File: src/csc_pkg.sv
package csc_pkg;

	// ------------------------------------------------------------
	// Build options
	// ------------------------------------------------------------
	typedef enum logic [1:0]
	{
		CSC_ARCH_SEQ = 2'h1,
		CSC_ARCH_PAR = 2'h2
	} csc_arch_t;

	typedef enum logic [3:0]
	{
		CSC_CUSTOM          = 4'h0,
		CSC_CRGB_TO_SDYCC   = 4'h1,
		CSC_CRGB_TO_HDYCC   = 4'h2,
		CSC_SRGB_TO_SDYCC   = 4'h3,
		CSC_SRGB_TO_HDYCC   = 4'h4,
		CSC_SDYCC_TO_CRGB   = 4'h5,
		CSC_HDYCC_TO_CRGB   = 4'h6,
		CSC_SDYCC_TO_SRGB   = 4'h7,
		CSC_HDYCC_TO_SRGB   = 4'h8,
		CSC_YUV_TO_CRGB     = 4'h9,
		CSC_CRGB_TO_YUV     = 4'ha,
		CSC_YIQ_TO_CRGB     = 4'hb,
		CSC_CRGB_TO_YIQ     = 4'hc
	} csc_type_t;

	// ------------------------------------------------------------
	// Defaults
	// ------------------------------------------------------------
	localparam csc_arch_t DEF_ARCH      = CSC_ARCH_SEQ;
	localparam csc_type_t DEF_TYPE      = CSC_CRGB_TO_SDYCC;
	localparam int        DEF_IN_W      = 8;
	localparam int        DEF_COEF_W    = 18;
	localparam bit        DEF_SIGNED    = 1'b0;
	localparam bit        DEF_REG_IN    = 1'b1;
	localparam bit        DEF_HAS_CE    = 1'b0;
	localparam bit        DEF_HAS_SR    = 1'b0;
	localparam int        COEF_FRAC     = 14;
	localparam int        MULT_STAGES   = 2;
	localparam int        NUM_PLANES    = 3;

	// Coefficients in Q.14 at full width, row-major c[out][in]
	typedef logic signed [17:0] csc_coef_t [9];
	typedef logic signed [17:0] csc_off_t [3];

	function automatic csc_coef_t csc_coefs(csc_type_t t);
		csc_coef_t c;
		c = '{default: 18'sh0_0000};
		unique case (t)
			CSC_CRGB_TO_SDYCC, CSC_SRGB_TO_SDYCC:
				c = '{18'sh0_1323, 18'sh0_2591, 18'sh0_074c,
				      -18'sh0_0ad0, -18'sh0_1530, 18'sh0_2000,
				      18'sh0_2000, -18'sh0_1acf, -18'sh0_0531};
			CSC_CRGB_TO_HDYCC, CSC_SRGB_TO_HDYCC:
				c = '{18'sh0_0d9b, 18'sh0_2dc6, 18'sh0_049f,
				      -18'sh0_0753, -18'sh0_18ad, 18'sh0_2000,
				      18'sh0_2000, -18'sh0_1d16, -18'sh0_02ea};
			CSC_SDYCC_TO_CRGB, CSC_SDYCC_TO_SRGB:
				c = '{18'sh0_4000, 18'sh0_0000, 18'sh0_59ba,
				      18'sh0_4000, -18'sh0_1604, -18'sh0_2db6,
				      18'sh0_4000, 18'sh0_7168, 18'sh0_0000};
			CSC_HDYCC_TO_CRGB, CSC_HDYCC_TO_SRGB:
				c = '{18'sh0_4000, 18'sh0_0000, 18'sh0_64d0,
				      18'sh0_4000, -18'sh0_0bfc, -18'sh0_1de0,
				      18'sh0_4000, 18'sh0_76c3, 18'sh0_0000};
			CSC_YUV_TO_CRGB:
				c = '{18'sh0_4000, 18'sh0_0000, 18'sh0_48f6,
				      18'sh0_4000, -18'sh0_1953, -18'sh0_2524,
				      18'sh0_4000, 18'sh0_8208, 18'sh0_0000};
			CSC_CRGB_TO_YUV:
				c = '{18'sh0_1323, 18'sh0_2591, 18'sh0_074c,
				      -18'sh0_0958, -18'sh0_124d, 18'sh0_1ba5,
				      18'sh0_2762, -18'sh0_20ee, -18'sh0_0674};
			CSC_YIQ_TO_CRGB:
				c = '{18'sh0_4000, 18'sh0_3d2f, 18'sh0_27e6,
				      18'sh0_4000, -18'sh0_1169, -18'sh0_2995,
				      18'sh0_4000, -18'sh0_46c8, 18'sh0_6cea};
			CSC_CRGB_TO_YIQ:
				c = '{18'sh0_1323, 18'sh0_2591, 18'sh0_074c,
				      18'sh0_2626, -18'sh0_1199, -18'sh0_148d,
				      18'sh0_0d89, -18'sh0_2187, 18'sh0_13fe};
			default:
				c = '{default: 18'sh0_0000};
		endcase
		return c;
	endfunction

	// Offsets in input-sample units, scaled to the 8-bit range
	function automatic csc_off_t csc_offs(csc_type_t t);
		csc_off_t o;
		o = '{default: 18'sh0_0000};
		unique case (t)
			CSC_CRGB_TO_SDYCC, CSC_CRGB_TO_HDYCC,
			CSC_SRGB_TO_SDYCC, CSC_SRGB_TO_HDYCC:
				o = '{18'sh0_0000, 18'sh0_0080, 18'sh0_0080};
			CSC_SDYCC_TO_CRGB, CSC_SDYCC_TO_SRGB:
				o = '{-18'sh0_00b3, 18'sh0_0088, -18'sh0_00e3};
			CSC_HDYCC_TO_CRGB, CSC_HDYCC_TO_SRGB:
				o = '{-18'sh0_00c9, 18'sh0_0053, -18'sh0_00ed};
			default:
				o = '{default: 18'sh0_0000};
		endcase
		return o;
	endfunction

endpackage

File: src/csc_if.sv
`timescale 1ns/10ps
interface csc_if #(
	parameter int IN_W  = 8,
	parameter int OUT_W = 8
);
	logic             in_valid;
	logic [IN_W-1:0]  plane_in_a;
	logic [IN_W-1:0]  plane_in_b;
	logic [IN_W-1:0]  plane_in_c;
	logic             out_valid;
	logic [OUT_W-1:0] plane_out_a;
	logic [OUT_W-1:0] plane_out_b;
	logic [OUT_W-1:0] plane_out_c;

	modport dev
	(
		input  in_valid, plane_in_a, plane_in_b, plane_in_c,
		output out_valid, plane_out_a, plane_out_b, plane_out_c
	);

	modport host
	(
		output in_valid, plane_in_a, plane_in_b, plane_in_c,
		input  out_valid, plane_out_a, plane_out_b, plane_out_c
	);
endinterface

File: src/csc_core.sv
// How it works
// - Parallel: upstream gives three planes together.
// - Parallel: upstream strobes valid with each set.
// - Parallel: three outputs together after fixed latency.
// - Sequential: three planes over one input port.
// - Sequential: valid with first plane, two follow.
// - Sequential: outputs first plane valid, two follow.
// - Custom or predefined transform; default RGB-to-SDTV.
// - Architecture build choice; sequential by default.
// - Inputs signed or unsigned; unsigned default.
// - Input width 8/10/12/16; default eight.
// - Coefficient precision 9 to 18; default 18.
// - Inputs registered by default; removable.
// - Sequential: valid low on planes two, three.
// - Sequential: output valid low on later planes.
// - Clock enable low freezes all state.
// - Sync reset clears registers, output valid low.
`timescale 1ns/10ps
module csc_core
	import csc_pkg::*;
#(
	parameter csc_arch_t ARCH    = DEF_ARCH,
	parameter csc_type_t TYPE    = DEF_TYPE,
	parameter int        IN_W    = DEF_IN_W,
	parameter int        COEF_W  = DEF_COEF_W,
	parameter bit        IN_SIGN = DEF_SIGNED,
	parameter bit        REG_IN  = DEF_REG_IN,
	parameter bit        HAS_CE  = DEF_HAS_CE,
	parameter bit        HAS_SR  = DEF_HAS_SR,
	parameter csc_coef_t CUST_C  = '{default: 18'sh0_0000},
	parameter csc_off_t  CUST_O  = '{default: 18'sh0_0000}
)
(
	// Clock and controls
	input  wire logic clk,
	input  wire logic ce,
	input  wire logic sync_reset_in,
	// Stream
	csc_if.dev        port
);

	// ------------------------------------------------------------
	// Constants
	// ------------------------------------------------------------
	localparam int AW  = IN_W + 2;
	localparam int PW  = AW + COEF_W;
	localparam int SW  = PW + 3;
	localparam int SH  = COEF_FRAC - (18 - COEF_W);
	localparam int IN_STG  = REG_IN ? 1 : 0;
	localparam csc_coef_t CF = (TYPE == CSC_CUSTOM) ? CUST_C : csc_coefs(TYPE);
	localparam csc_off_t  OF = (TYPE == CSC_CUSTOM) ? CUST_O : csc_offs(TYPE);
	localparam logic [SW-1:0] OMAX = SW'((1 << IN_W) - 1);

	// Enables: an absent clock enable is tied high, an absent reset low
	logic en;
	logic clr;
	assign en  = HAS_CE ? ce : 1'b1;
	assign clr = HAS_SR ? sync_reset_in : 1'b0;

	// ------------------------------------------------------------
	// Input capture
	// ------------------------------------------------------------
	logic [IN_W-1:0] rin [3];
	logic            rvld;
	logic [IN_W-1:0] next_rin [3];
	logic            next_rvld;
	logic [IN_W-1:0] xin [3];
	logic            xvld;

	always_comb
	begin
		next_rin[0] = port.plane_in_a;
		next_rin[1] = port.plane_in_b;
		next_rin[2] = port.plane_in_c;
		next_rvld   = port.in_valid;
	end

	always_ff @(posedge clk)
	begin
		if (clr)
		begin
			rin  <= '{default: '0};
			rvld <= 1'b0;
		end
		else if (en)
		begin
			rin  <= next_rin;
			rvld <= next_rvld;
		end
	end

	// Bypassing trades input setup margin for one cycle less latency
	assign xin  = REG_IN ? rin : next_rin;
	assign xvld = REG_IN ? rvld : next_rvld;

	// ------------------------------------------------------------
	// Sequential deserialiser
	// ------------------------------------------------------------
	typedef enum logic [2:0]
	{
		CSC_S_IDLE = 3'h1,
		CSC_S_P2   = 3'h2,
		CSC_S_P3   = 3'h4
	} csc_seq_t;

	csc_seq_t        st;
	csc_seq_t        next_st;
	logic [IN_W-1:0] hold [2];
	logic [IN_W-1:0] next_hold [2];
	logic [IN_W-1:0] opnd [3];
	logic            ovld;

	always_comb
	begin
		next_st   = st;
		next_hold = hold;
		unique case (st)
			CSC_S_IDLE:
				if (xvld)
				begin
					next_hold[0] = xin[0];
					next_st      = CSC_S_P2;
				end
			CSC_S_P2:
			begin
				next_hold[1] = xin[0];
				next_st      = CSC_S_P3;
			end
			CSC_S_P3:
				next_st = CSC_S_IDLE;
			default:
				next_st = CSC_S_IDLE;
		endcase
	end

	always_ff @(posedge clk)
	begin
		if (clr)
		begin
			st   <= CSC_S_IDLE;
			hold <= '{default: '0};
		end
		else if (en)
		begin
			st   <= next_st;
			hold <= next_hold;
		end
	end

	always_comb
	begin
		if (ARCH == CSC_ARCH_SEQ)
		begin
			opnd[0] = hold[0];
			opnd[1] = hold[1];
			opnd[2] = xin[0];
			ovld    = (st == CSC_S_P3);
		end
		else
		begin
			opnd = xin;
			ovld = xvld;
		end
	end

	// ------------------------------------------------------------
	// Multiply stage then sum stage, fixed depth
	// ------------------------------------------------------------
	logic signed [PW-1:0] prod [9];
	logic signed [PW-1:0] next_prod [9];
	logic signed [SW-1:0] acc [3];
	logic signed [SW-1:0] next_acc [3];
	logic [MULT_STAGES-1:0] vpipe;
	logic [MULT_STAGES-1:0] next_vpipe;

	genvar gi;
	generate
		for (gi = 0; gi < 9; gi++)
		begin : g_mul
			logic signed [AW-1:0]     a;
			logic signed [COEF_W-1:0] k;
			// Coefficients trimmed to the chosen precision
			assign k = COEF_W'(CF[gi] >>> (18 - COEF_W));
			assign a = IN_SIGN
				? AW'(signed'(opnd[gi % 3]))
				: AW'(signed'({1'b0, opnd[gi % 3]}));
			// Widen first so the product keeps every bit
			assign next_prod[gi] = PW'(a) * PW'(k);
		end
		for (gi = 0; gi < 3; gi++)
		begin : g_sum
			logic signed [SW-1:0] off;
			assign off = SW'(signed'(OF[gi])) <<< SH;
			assign next_acc[gi] = SW'(prod[3*gi]) + SW'(prod[3*gi+1])
				+ SW'(prod[3*gi+2]) + off;
		end
	endgenerate

	assign next_vpipe = {vpipe[MULT_STAGES-2:0], ovld};

	always_ff @(posedge clk)
	begin
		if (clr)
		begin
			prod  <= '{default: '0};
			acc   <= '{default: '0};
			vpipe <= '0;
		end
		else if (en)
		begin
			prod  <= next_prod;
			acc   <= next_acc;
			vpipe <= next_vpipe;
		end
	end

	// ------------------------------------------------------------
	// Output: scale, saturate, serialise
	// ------------------------------------------------------------
	logic [IN_W-1:0] res [3];
	logic [IN_W-1:0] oreg [3];
	logic [IN_W-1:0] next_oreg [3];
	logic            oval;
	logic            next_oval;
	logic [1:0]      ocnt;
	logic [1:0]      next_ocnt;
	logic            done;

	generate
		for (gi = 0; gi < 3; gi++)
		begin : g_sat
			logic signed [SW-1:0] sc;
			assign sc = acc[gi] >>> SH;
			// Clip to the sample range instead of wrapping
			assign res[gi] = sc[SW-1] ? '0
				: (sc > signed'(OMAX)) ? IN_W'(OMAX) : sc[IN_W-1:0];
		end
	endgenerate

	assign done = vpipe[MULT_STAGES-1];

	always_comb
	begin
		next_oreg = oreg;
		next_ocnt = '0;
		next_oval = 1'b0;
		if (ARCH == CSC_ARCH_PAR)
		begin
			next_oval = done;
			if (done)
				next_oreg = res;
		end
		else if (done)
		begin
			next_oreg = res;
			next_oval = 1'b1;
			next_ocnt = 2'h1;
		end
		else if (ocnt != 2'h0)
		begin
			// Shift next plane to the single port
			next_oreg[0] = oreg[1];
			next_oreg[1] = oreg[2];
			next_ocnt    = (ocnt == 2'h2) ? 2'h0 : 2'h2;
			next_oval    = 1'b0;
		end
	end

	always_ff @(posedge clk)
	begin
		if (clr)
		begin
			oreg <= '{default: '0};
			oval <= 1'b0;
			ocnt <= '0;
		end
		else if (en)
		begin
			oreg <= next_oreg;
			oval <= next_oval;
			ocnt <= next_ocnt;
		end
	end

	assign port.out_valid   = oval;
	assign port.plane_out_a = oreg[0];
	assign port.plane_out_b = (ARCH == CSC_ARCH_PAR) ? oreg[1] : '0;
	assign port.plane_out_c = (ARCH == CSC_ARCH_PAR) ? oreg[2] : '0;

endmodule

File: src/flat_wrapper.sv
// flat-port wrapper written by rule: the top's interface ports become plain ports
module csc_core_flat import csc_pkg::*;
#(
	parameter csc_arch_t ARCH    = DEF_ARCH,
	parameter csc_type_t TYPE    = DEF_TYPE,
	parameter int        IN_W    = DEF_IN_W,
	parameter int        COEF_W  = DEF_COEF_W,
	parameter bit        IN_SIGN = DEF_SIGNED,
	parameter bit        REG_IN  = DEF_REG_IN,
	parameter bit        HAS_CE  = DEF_HAS_CE,
	parameter bit        HAS_SR  = DEF_HAS_SR,
	parameter csc_coef_t CUST_C  = '{default: 18'sh0_0000},
	parameter csc_off_t  CUST_O  = '{default: 18'sh0_0000}
)
  (clk, ce, sync_reset_in, port_in_valid, port_plane_in_a, port_plane_in_b, port_plane_in_c, port_out_valid, port_plane_out_a, port_plane_out_b, port_plane_out_c);
  csc_if #(.IN_W(IN_W), .OUT_W(8)) port_i ();
  input  wire logic clk;
  input  wire logic ce;
  input  wire logic sync_reset_in;
  input wire logic [$bits(port_i.in_valid)-1:0] port_in_valid;
  input wire logic [$bits(port_i.plane_in_a)-1:0] port_plane_in_a;
  input wire logic [$bits(port_i.plane_in_b)-1:0] port_plane_in_b;
  input wire logic [$bits(port_i.plane_in_c)-1:0] port_plane_in_c;
  output wire logic [$bits(port_i.out_valid)-1:0] port_out_valid;
  output wire logic [$bits(port_i.plane_out_a)-1:0] port_plane_out_a;
  output wire logic [$bits(port_i.plane_out_b)-1:0] port_plane_out_b;
  output wire logic [$bits(port_i.plane_out_c)-1:0] port_plane_out_c;
  assign port_i.in_valid = port_in_valid;
  assign port_i.plane_in_a = port_plane_in_a;
  assign port_i.plane_in_b = port_plane_in_b;
  assign port_i.plane_in_c = port_plane_in_c;
  assign port_out_valid = port_i.out_valid;
  assign port_plane_out_a = port_i.plane_out_a;
  assign port_plane_out_b = port_i.plane_out_b;
  assign port_plane_out_c = port_i.plane_out_c;
  csc_core #(.ARCH(ARCH), .TYPE(TYPE), .IN_W(IN_W), .COEF_W(COEF_W), .IN_SIGN(IN_SIGN), .REG_IN(REG_IN), .HAS_CE(HAS_CE), .HAS_SR(HAS_SR), .CUST_C(CUST_C), .CUST_O(CUST_O)) u_core (.clk(clk), .ce(ce), .sync_reset_in(sync_reset_in), .port(port_i));
endmodule
File: config.mk
export PLATFORM = sky130hd
export DESIGN_NAME = csc_core_flat
export DESIGN_NICKNAME = d
export VERILOG_FILES = /design/src/csc_pkg.sv /design/src/csc_if.sv /design/src/csc_core.sv /design/src/flat_wrapper.sv
export SDC_FILE = /design/constraint.sdc
export NUM_CORES = 1
export LEC_CHECK = 0
export BUFFER_PORTS_ARGS = -buffer_cell sky130_fd_sc_hd__buf_4
export CAP_MARGIN = 20
export CELL_PAD_IN_SITES_DETAIL_PLACEMENT = 1
export CELL_PAD_IN_SITES_GLOBAL_PLACEMENT = 2
export CORE_MARGIN = 2
export CORE_UTILIZATION = 30
export DETAILED_ROUTE_END_ITERATION = 10
export PLACE_DENSITY = 0.7
export SLEW_MARGIN = 20
export SYNTH_ARGS = -nofsm -noshare
export SYNTH_HDL_FRONTEND = slang
export SYNTH_SLANG_ARGS = --single-unit
File: constraint.sdc
create_clock -name clk -period 8.6 [get_ports clk]
set_input_delay 0.43 -clock clk [delete_from_list [all_inputs] [get_ports clk]]
set_output_delay 0.43 -clock clk [all_outputs]
set_load 0.005 [all_outputs]
# Word level (Yosys, flattened, before mapping)

Index checks and enable logic that the tools add are counted.

Order comparisons: 3
Add/subtract/negate cells: 8
Equality and inequality tests: 5
Multiply operators: 7
Reduce and logical (&&, ||, !) cells: 4
Bitwise logic cells: 1
Mux-type cells: 12

Operators by type and width:

| operator               | number |
|---|---|
| $add 31x23->31 const B | 2 |
| $gt 17x9->1 const B    | 3 |
| $add 22x23->24         | 2 |
| $mux 8                 | 5 |
| $mux 16                | 2 |
| $add 31x22->31         | 1 |
| $add 24x21->25         | 1 |
| $add 23x19->24         | 1 |
| $add 21x22->23         | 1 |
| $mul 9x14->23 const B  | 1 |
| $mul 8x14->22 const B  | 1 |
| $mul 8x13->21 const B  | 1 |
| $mul 9x12->21 const B  | 1 |
| $mul 9x10->19 const B  | 1 |
| $mul 9x9->18 const B   | 1 |
| $mul 8x9->17 const B   | 1 |
| $pmux 3 s2             | 1 |
| $reduce_bool 2->1      | 2 |
| $eq 3x1->1 const B     | 1 |
| $eq 3x2->1 const B     | 1 |
| $eq 3x3->1 const B     | 1 |
| $mux 3                 | 1 |
| $eq 2x2->1 const B     | 1 |
| $mux 1                 | 2 |
| other kinds (5)        | 5 |

Output and inout bits: 25
Register bits after elaboration: 307

# Depth between registers and ports, before layout

Gate-level depths: netlist of run 1.

Depth in word-level cells: 4
Gate-level depth with buffers: 20
Depth with buffers taken out: 20

# Worst setup path after synthesis of run 1

Ideal clock, no wire load.

Path kind: register -> register
Start: register u_core.rin (netlist bit u_core.g_mul[2].a[3])
End: register u_core.prod[19] (netlist name)
Period minus slack after synthesis: 4.360 ns
Path buffers: 0
Arrival: 4.238 ns
Setup slack: 4.240 ns
Cell stages (with the launch flop): 19
Library setup time: 0.122 ns
Cell sequence: dfxtp_1 > ha_1 > inv_1 > fa_1 > inv_1 > ha_1 > inv_1 > fa_1 > inv_1 > ha_1 > a21o_1 > a21oi_1 > o21ai_0 > a211o_1 > nand3_1 > and4_1 > or3_1 > and4_1 > a311o_1

RTL lines:

| item                   | line            | text |
|---|---|---|
| from (decl)            | csc_core.sv:63  | `logic [IN_W-1:0] rin [3];` |
| from (signal assigned) | csc_core.sv:87  | `rin <= next_rin;` |
| to (signal assigned)   | csc_core.sv:211 | `prod <= next_prod;` |
| to (decl)              | csc_core.sv:169 | `logic signed [PW-1:0] prod [9];` |

==> impl_metrics.yaml, run 1 <==
sta:
  rsz0062_at_grt: "no"
  fmax_mhz: 188.1
  finalWorstSetupSlack_ps: 3284
  drv_slew: 0
  clock_skew_ps: 15.95
  fin_crit_sh_pct: 61.82
  hold_viol_final: 0
  slew_headroom_pct: 45.91
  setup_viol: 0
  fin_tns_setup_ps: 0
  fin_crit_ps: 5316
  worstMarginPinSlew_ps: 810.3
placed_design:
  place_ws_ps: 3272
  gp_congestion: 0.8074
  placed_cell_area_um2: 21270
  io_buffer_count: 18
  dpl.hpwl_um: 41460
die:
  dieArea_um2: 69220
  start_util_pct: 30.47
  rows: 94
  num_io_pins: 53
  core-area_um2: 66100
  fp.dieW_um: 263.1
  die_y_um: 263.1
global_routing:
  grt_overflow_total: 0
  grt_usage_pct: 14.80
  grt_pass1_wl_um: 81190
  grt_pass1_vias: 14934
  top_usage_layer: "met2"
  grt_use_met1_pct: 19.47
  grt_util_met2_pct: 25.64
  antenna_found_initial: 4
  use_met3_pct: 1.721
  grt_max_degree: 31
outcome:
  status: "finished, final reports clean"
clock_tree:
  clkTransAtPathRegs_ps: 60
  clock_latency_ps: 570
  cts.sinks: 241
  cts_setup_buffers: 0
  cts_buffer_depth: 3
  cts.htree.levels: 1
  post_cts_resize_count: 0
  cts_buffers: 31
  cts_tree: "built"
  cts_root_buf: "clkbuf_16"
  hold_buffers: 9
route:
  vias: 13368
  dr.pass1.iters: 4
  viasPerCell: 4.599
  avgRoutedWirePerCell_um: 17.12
  final_antenna_net_count: 0
  routed_wl_um: 49770
  drt_iter0_markers: 450
  drcViolationCount: 0
cells_and_area:
  fin_nets: 2631
  area_growth_syn_to_layout_pct: 11.27
  multiInputGateArea_um2: 13210
  n_antenna_cell: 0
  layout-drive-gt1-share_pct: 5.286
  num-fill-cells: 7491
  postLayoutCoreUtil_pct: 33.90
  ff_latch_area_um2: 5255
  finalInstanceArea_um2: 22410
logic_synthesis:
  async_flop_share_pct: 0
  synth.area.mux_share_pct: 0.4908
  synth_area_um2: 20140
  ys_top_cells_by_count: "408 x ha_1, 407 x inv_1, 198 x dfxtp_1, 176 x fa_1, 86 x nor2_1"
  synth-simple-area-share_pct: 7.188
  synth_top_area_share_pct: 25.35
  synthFlopType: "dfxtp_1"
  synth_compound_area_share_pct: 9.648
  syn_avg_cell_area_um2: 10.23
  synth_cells: 1968
  synth_edf_count: 43
  ys_ff_latch: 241
  yosysTopAreaCell: "ha_1"
  ys_warn_count: 0
  synth_top_family_by_area: "adder cells"
  synth_fa_ha_area_share_pct: 42.84
  ys_types: 81
  synth_area_leaders: "ha_1 25%, dfxtp_1 20%, fa_1 17%"
  yosysMostFrequentCell: "ha_1"
  ys_seq_area_share_pct: 26.09
  synth_xor_area_share_pct: 5.082
setup_path:
  worst_setup_path_start_kind: "flip-flop"
  path_cells: "ha_1 -> inv_1 -> fa_1 -> inv_1 -> ha_1 -> inv_1 -> fa_1 -> inv_1 -> ha_1 -> a21o_1 -> a21oi_1 -> o21ai_0 -> a211o_1 -> nand3_1 -> and4_1 -> or3_1 -> and4_1 -> a311o_1"
  cpMostUsedCell: "inv_1"
  cp_slowest_cell: "dfxtp_1"
  critical_path_required_ps: 9050
  critPathMaxStageDelay_ps: 830
  endpoint_kind: "flip-flop"
  critPathKind: "reg2reg"
  cp.arrival_ps: 5770
  crit_fanout: 11
job:
  cap_viol_max_count: 0
worst_hold_path:
  hold_class: "reg2reg"
## critical path: cells and delay by family (launching register included)
family	cells	cell delay, ps
adder cells (fa/ha/maj)	5	2100
flip-flops	1	830
AO/OA/AOI/OAI	5	980
AND/OR/NAND/NOR	4	890
buffers and inverters	4	380
## metal layers
layer | vias to the layer above | wire, um
met5 | - | 0
met3 | 58 | 1505
li1 | 6593 | -
met4 | 0 | 1184
met1 | 6593 | 23110
met2 | 124 | 23970
## state kept, by name, summed over array words and instances, names as in the netlist
register,count
u_core.ocnt,2
u_core.vpipe,2
u_core.prod,142
u_core.acc,42
u_core.port.plane_out_a,8
u_core.st,3
u_core.oreg,16
u_core.rvld,1
u_core.g_mul.a,24
u_core.port.out_valid,1
## cells in the final DEF (no fill, tap or decap), types with 43 or more instances in the layout
master    synthesis  final
a21oi_1          78     78
dfxtp_1         198    198
edfxtp_1         43     43
fa_1            176    176
ha_1            408    408
inv_1           407    407
nand2_1          45     45
nor2_1           86     86
o21ai_0          62     62
xnor2_1          84     84
## cell type report
type / count / share of cell area, %
tap: 864 / 4.824
multi-input combinational: 1303 / 58.93
sequential: 241 / 23.45
clock inverter: 19 / 1.033
timing repair buffer: 35 / 1.273
clock buffer: 38 / 3.668
inverter: 407 / 6.817
## metrics by stage
step	hold WS, ps	instances
4_1_cts	345.3	2907
5_1_grt	346.0	2907
2_1_floorplan	309.6	1983
3_5_place_dp	319.1	2841
3_3_place_gp	318.2	2841
6_report	343.0	2907
## worst paths after layout
| kind | to | cells after the start | startpoint | slack [ps] |
|---|---|---|---|---|
| min | u_core.vpipe[1] | 0 | u_core.vpipe[0] | 340 |
| min reg2reg | u_core.vpipe[1] | 0 | u_core.vpipe[0] | 340 |
| max | u_core.prod[19] | 18 | u_core.g_mul[2].a[3] | 3280 |
| max reg2reg | u_core.prod[19] | 18 | u_core.g_mul[2].a[3] | 3280 |
## cells by family after synthesis
kind of cell	Yosys count
adder cells (fa/ha/maj)	584
buffers and inverters	439
AO/OA/AOI/OAI	292
AND/OR/NAND/NOR	286
flip-flops	241
XOR/XNOR	116
multiplexers	9
other	1
Power of run 1 is not shown: default switching activity piles up to over one toggle a cycle in this logic, so the estimate is an artifact.
==> run 2: changes to the inputs <==
==> constraint.sdc (replaced) <==
create_clock -name clk -period 5.2 [get_ports clk]
set_input_delay 0.26 -clock clk [delete_from_list [all_inputs] [get_ports clk]]
set_output_delay 0.26 -clock clk [all_outputs]
set_load 0.005 [all_outputs]
==> run 2 against run 1 <==
Compared with the run above: utilization is 0.25 points higher; via count rose by 1.0%; non-clock buffer count rose by 24; maximum frequency rose by 9.8%; critical path type unchanged; critical endpoint is now u_core.prod[134]; largest cell class unchanged; highest routed layer unchanged.
==> impl_metrics.yaml, run 2 (synthesized netlist as in run 1, its figures left out) <==
route:
  wl_met3_um: 1585
  routed_wl_um: 51140
  drcViolationCount: 0
  dr.pass1.iters: 4
  highest_layer: "met4"
  wl_met1_um: 23750
  wl_met2_um: 23920
  final_antenna_net_count: 0
  vias: 13508
  drt_iter0_markers: 457
  avgRoutedWirePerCell_um: 17.45
  viasPerCell: 4.609
die:
  dieArea_um2: 69220
  start_util_pct: 30.47
  rows: 94
  core-area_um2: 66100
  die_y_um: 263.1
  num_io_pins: 53
  fp.dieW_um: 263.1
setup_path:
  rr_endpoint: "u_core.prod[134]"
  endpoint_kind: "flip-flop"
  critPathKind: "reg2reg"
  crit_fanout: 4
  cp.arrival_ps: 5340
  rrSetupSlack_ps: 360
  rr_worst_depth: 18
  worst_setup_path_start_kind: "flip-flop"
  critical_path_required_ps: 5700
  r2r-start: "u_core.g_mul[1].a[5]"
cells_and_area:
  num-fill-cells: 7525
  n_antenna_cell: 0
  regMostFlops: "u_core.prod"
  final_cells: 2931
  final_cell_mix: "408 x ha_1, 407 x inv_1, 198 x dfxtp_1, 176 x fa_1, 86 x nor2_1"
  area_growth_syn_to_layout_pct: 12.08
  final_common_cell: "ha_1"
  largest_reg_flops: 142
  layout-drive-gt1-share_pct: 6.483
  fin_nets: 2655
clock_tree:
  cts_buffer_depth: 3
  cts.htree.levels: 1
  cts_buffers: 31
  clkTransAtPathRegs_ps: 60
  cts.sinks: 241
  cts_tree: "built"
  clock_latency_ps: 610
  cts_root_buf: "clkbuf_16"
sta:
  whs_ps: 296.0
  rsz0062_at_grt: "no"
  setup_viol: 0
  fin_tns_setup_ps: 0
  fin_crit_ps: 4842
  hold_viol_final: 0
  fmax_mhz: 206.5
  clock_skew_ps: 30.70
  slew_headroom_pct: 52.13
  fin_crit_sh_pct: 93.11
  worstMarginPinSlew_ps: 716.5
  drv_slew: 0
global_routing:
  grt_overflow_total: 0
  grt_max_degree: 31
  grt_pass1_wl_um: 83350
  grt_usage_pct: 15.25
  antenna_found_initial: 7
  grt_pass1_vias: 15301
job:
  cap_viol_max_count: 0
worst_hold_path:
  holdPathStages: 2
  hold_class: "in2reg"
  worst_hold_path.endpoint: "u_core.rvld"
  min-delay-start: "port_in_valid"
placed_design:
  gp_congestion: 0.8371
  dpl.hpwl_um: 43460
  io_buffer_count: 18
  numPlacedInstances: 2865
outcome:
  status: "finished, final reports clean"
## run 2: cell types whose count changed in the layout (fill, tap and decap cells not counted), moves of 2 or more
cell	previous run	this run
buf_4	26	50
bufinv_16	5	3
clkbuf_8	2	4
clkinv_1	3	0
clkinvlp_4	1	4
inv_6	2	0
## run 2: metrics by stage
step / utilization [%] / instance area (um^2) / setup slack (ps)
after floorplan: - / 20200 / 839.6
after global placement: 32.44 / 21440 / 367.6
after detailed placement: 32.44 / 21440 / 350.1
after CTS: 34.14 / 22570 / 291.1
after global routing: 34.15 / 22570 / 47.76
final: 34.15 / 22570 / 358.1
## run 2: area by class of cell
type                       count  area (um^2)  area share (%)
inverter                     407         1528           6.768
clock inverter                16        181.4          0.8037
timing repair buffer          59        465.4           2.062
tap                          864         1081           4.789
clock buffer                  41        853.3           3.780
sequential                   241         5255           23.28
multi-input combinational   1303        13210           58.52
## run 2: routing by layer
| metal | up-vias | track usage [%] |
|---|---|---|
| li1 | 6649 | - |
| met1 | 6638 | 19.75 |
| met5 | - | 0 |
| met2 | 138 | 26.13 |
| met4 | 0 | 5.575 |
| met3 | 83 | 1.721 |
## run 2: worst max-delay path: stages, from the launching register on
cell,delay (ps)
edfxtp_1,350
ha_1,420
inv_1,180
fa_1,540
inv_1,50
ha_1,270
inv_1,60
fa_1,600
inv_1,60
ha_1,290
a21o_1,190
a21oi_1,210
o21ai_0,120
a21oi_1,220
o21ai_0,150
a211oi_1,340
o21ai_0,200
a2111o_1,390
o211ai_1,110
## run 2: worst max path at each step
stage,to,startpoint,cells after the start
6_report,u_core.prod[134],u_core.g_mul[1].a[5],18
5_1_grt,u_core.prod[20],u_core.g_mul[2].a[4],16
4_1_cts,u_core.prod[134],u_core.g_mul[1].a[1],12
3_5_place_dp,u_core.prod[134],u_core.g_mul[1].a[1],12
3_3_place_gp,u_core.prod[20],u_core.g_mul[2].a[4],17
2_1_floorplan,u_core.prod[19],u_core.g_mul[2].a[3],18
## run 2: repair_timing
action,in CTS,in global routing
gates resized for setup,0,1
setup endpoints to repair,0,1
hold buffers,9,0
setup buffers,0,0
hold endpoints to repair,9,0
Power of run 2 is left out for the same reason.
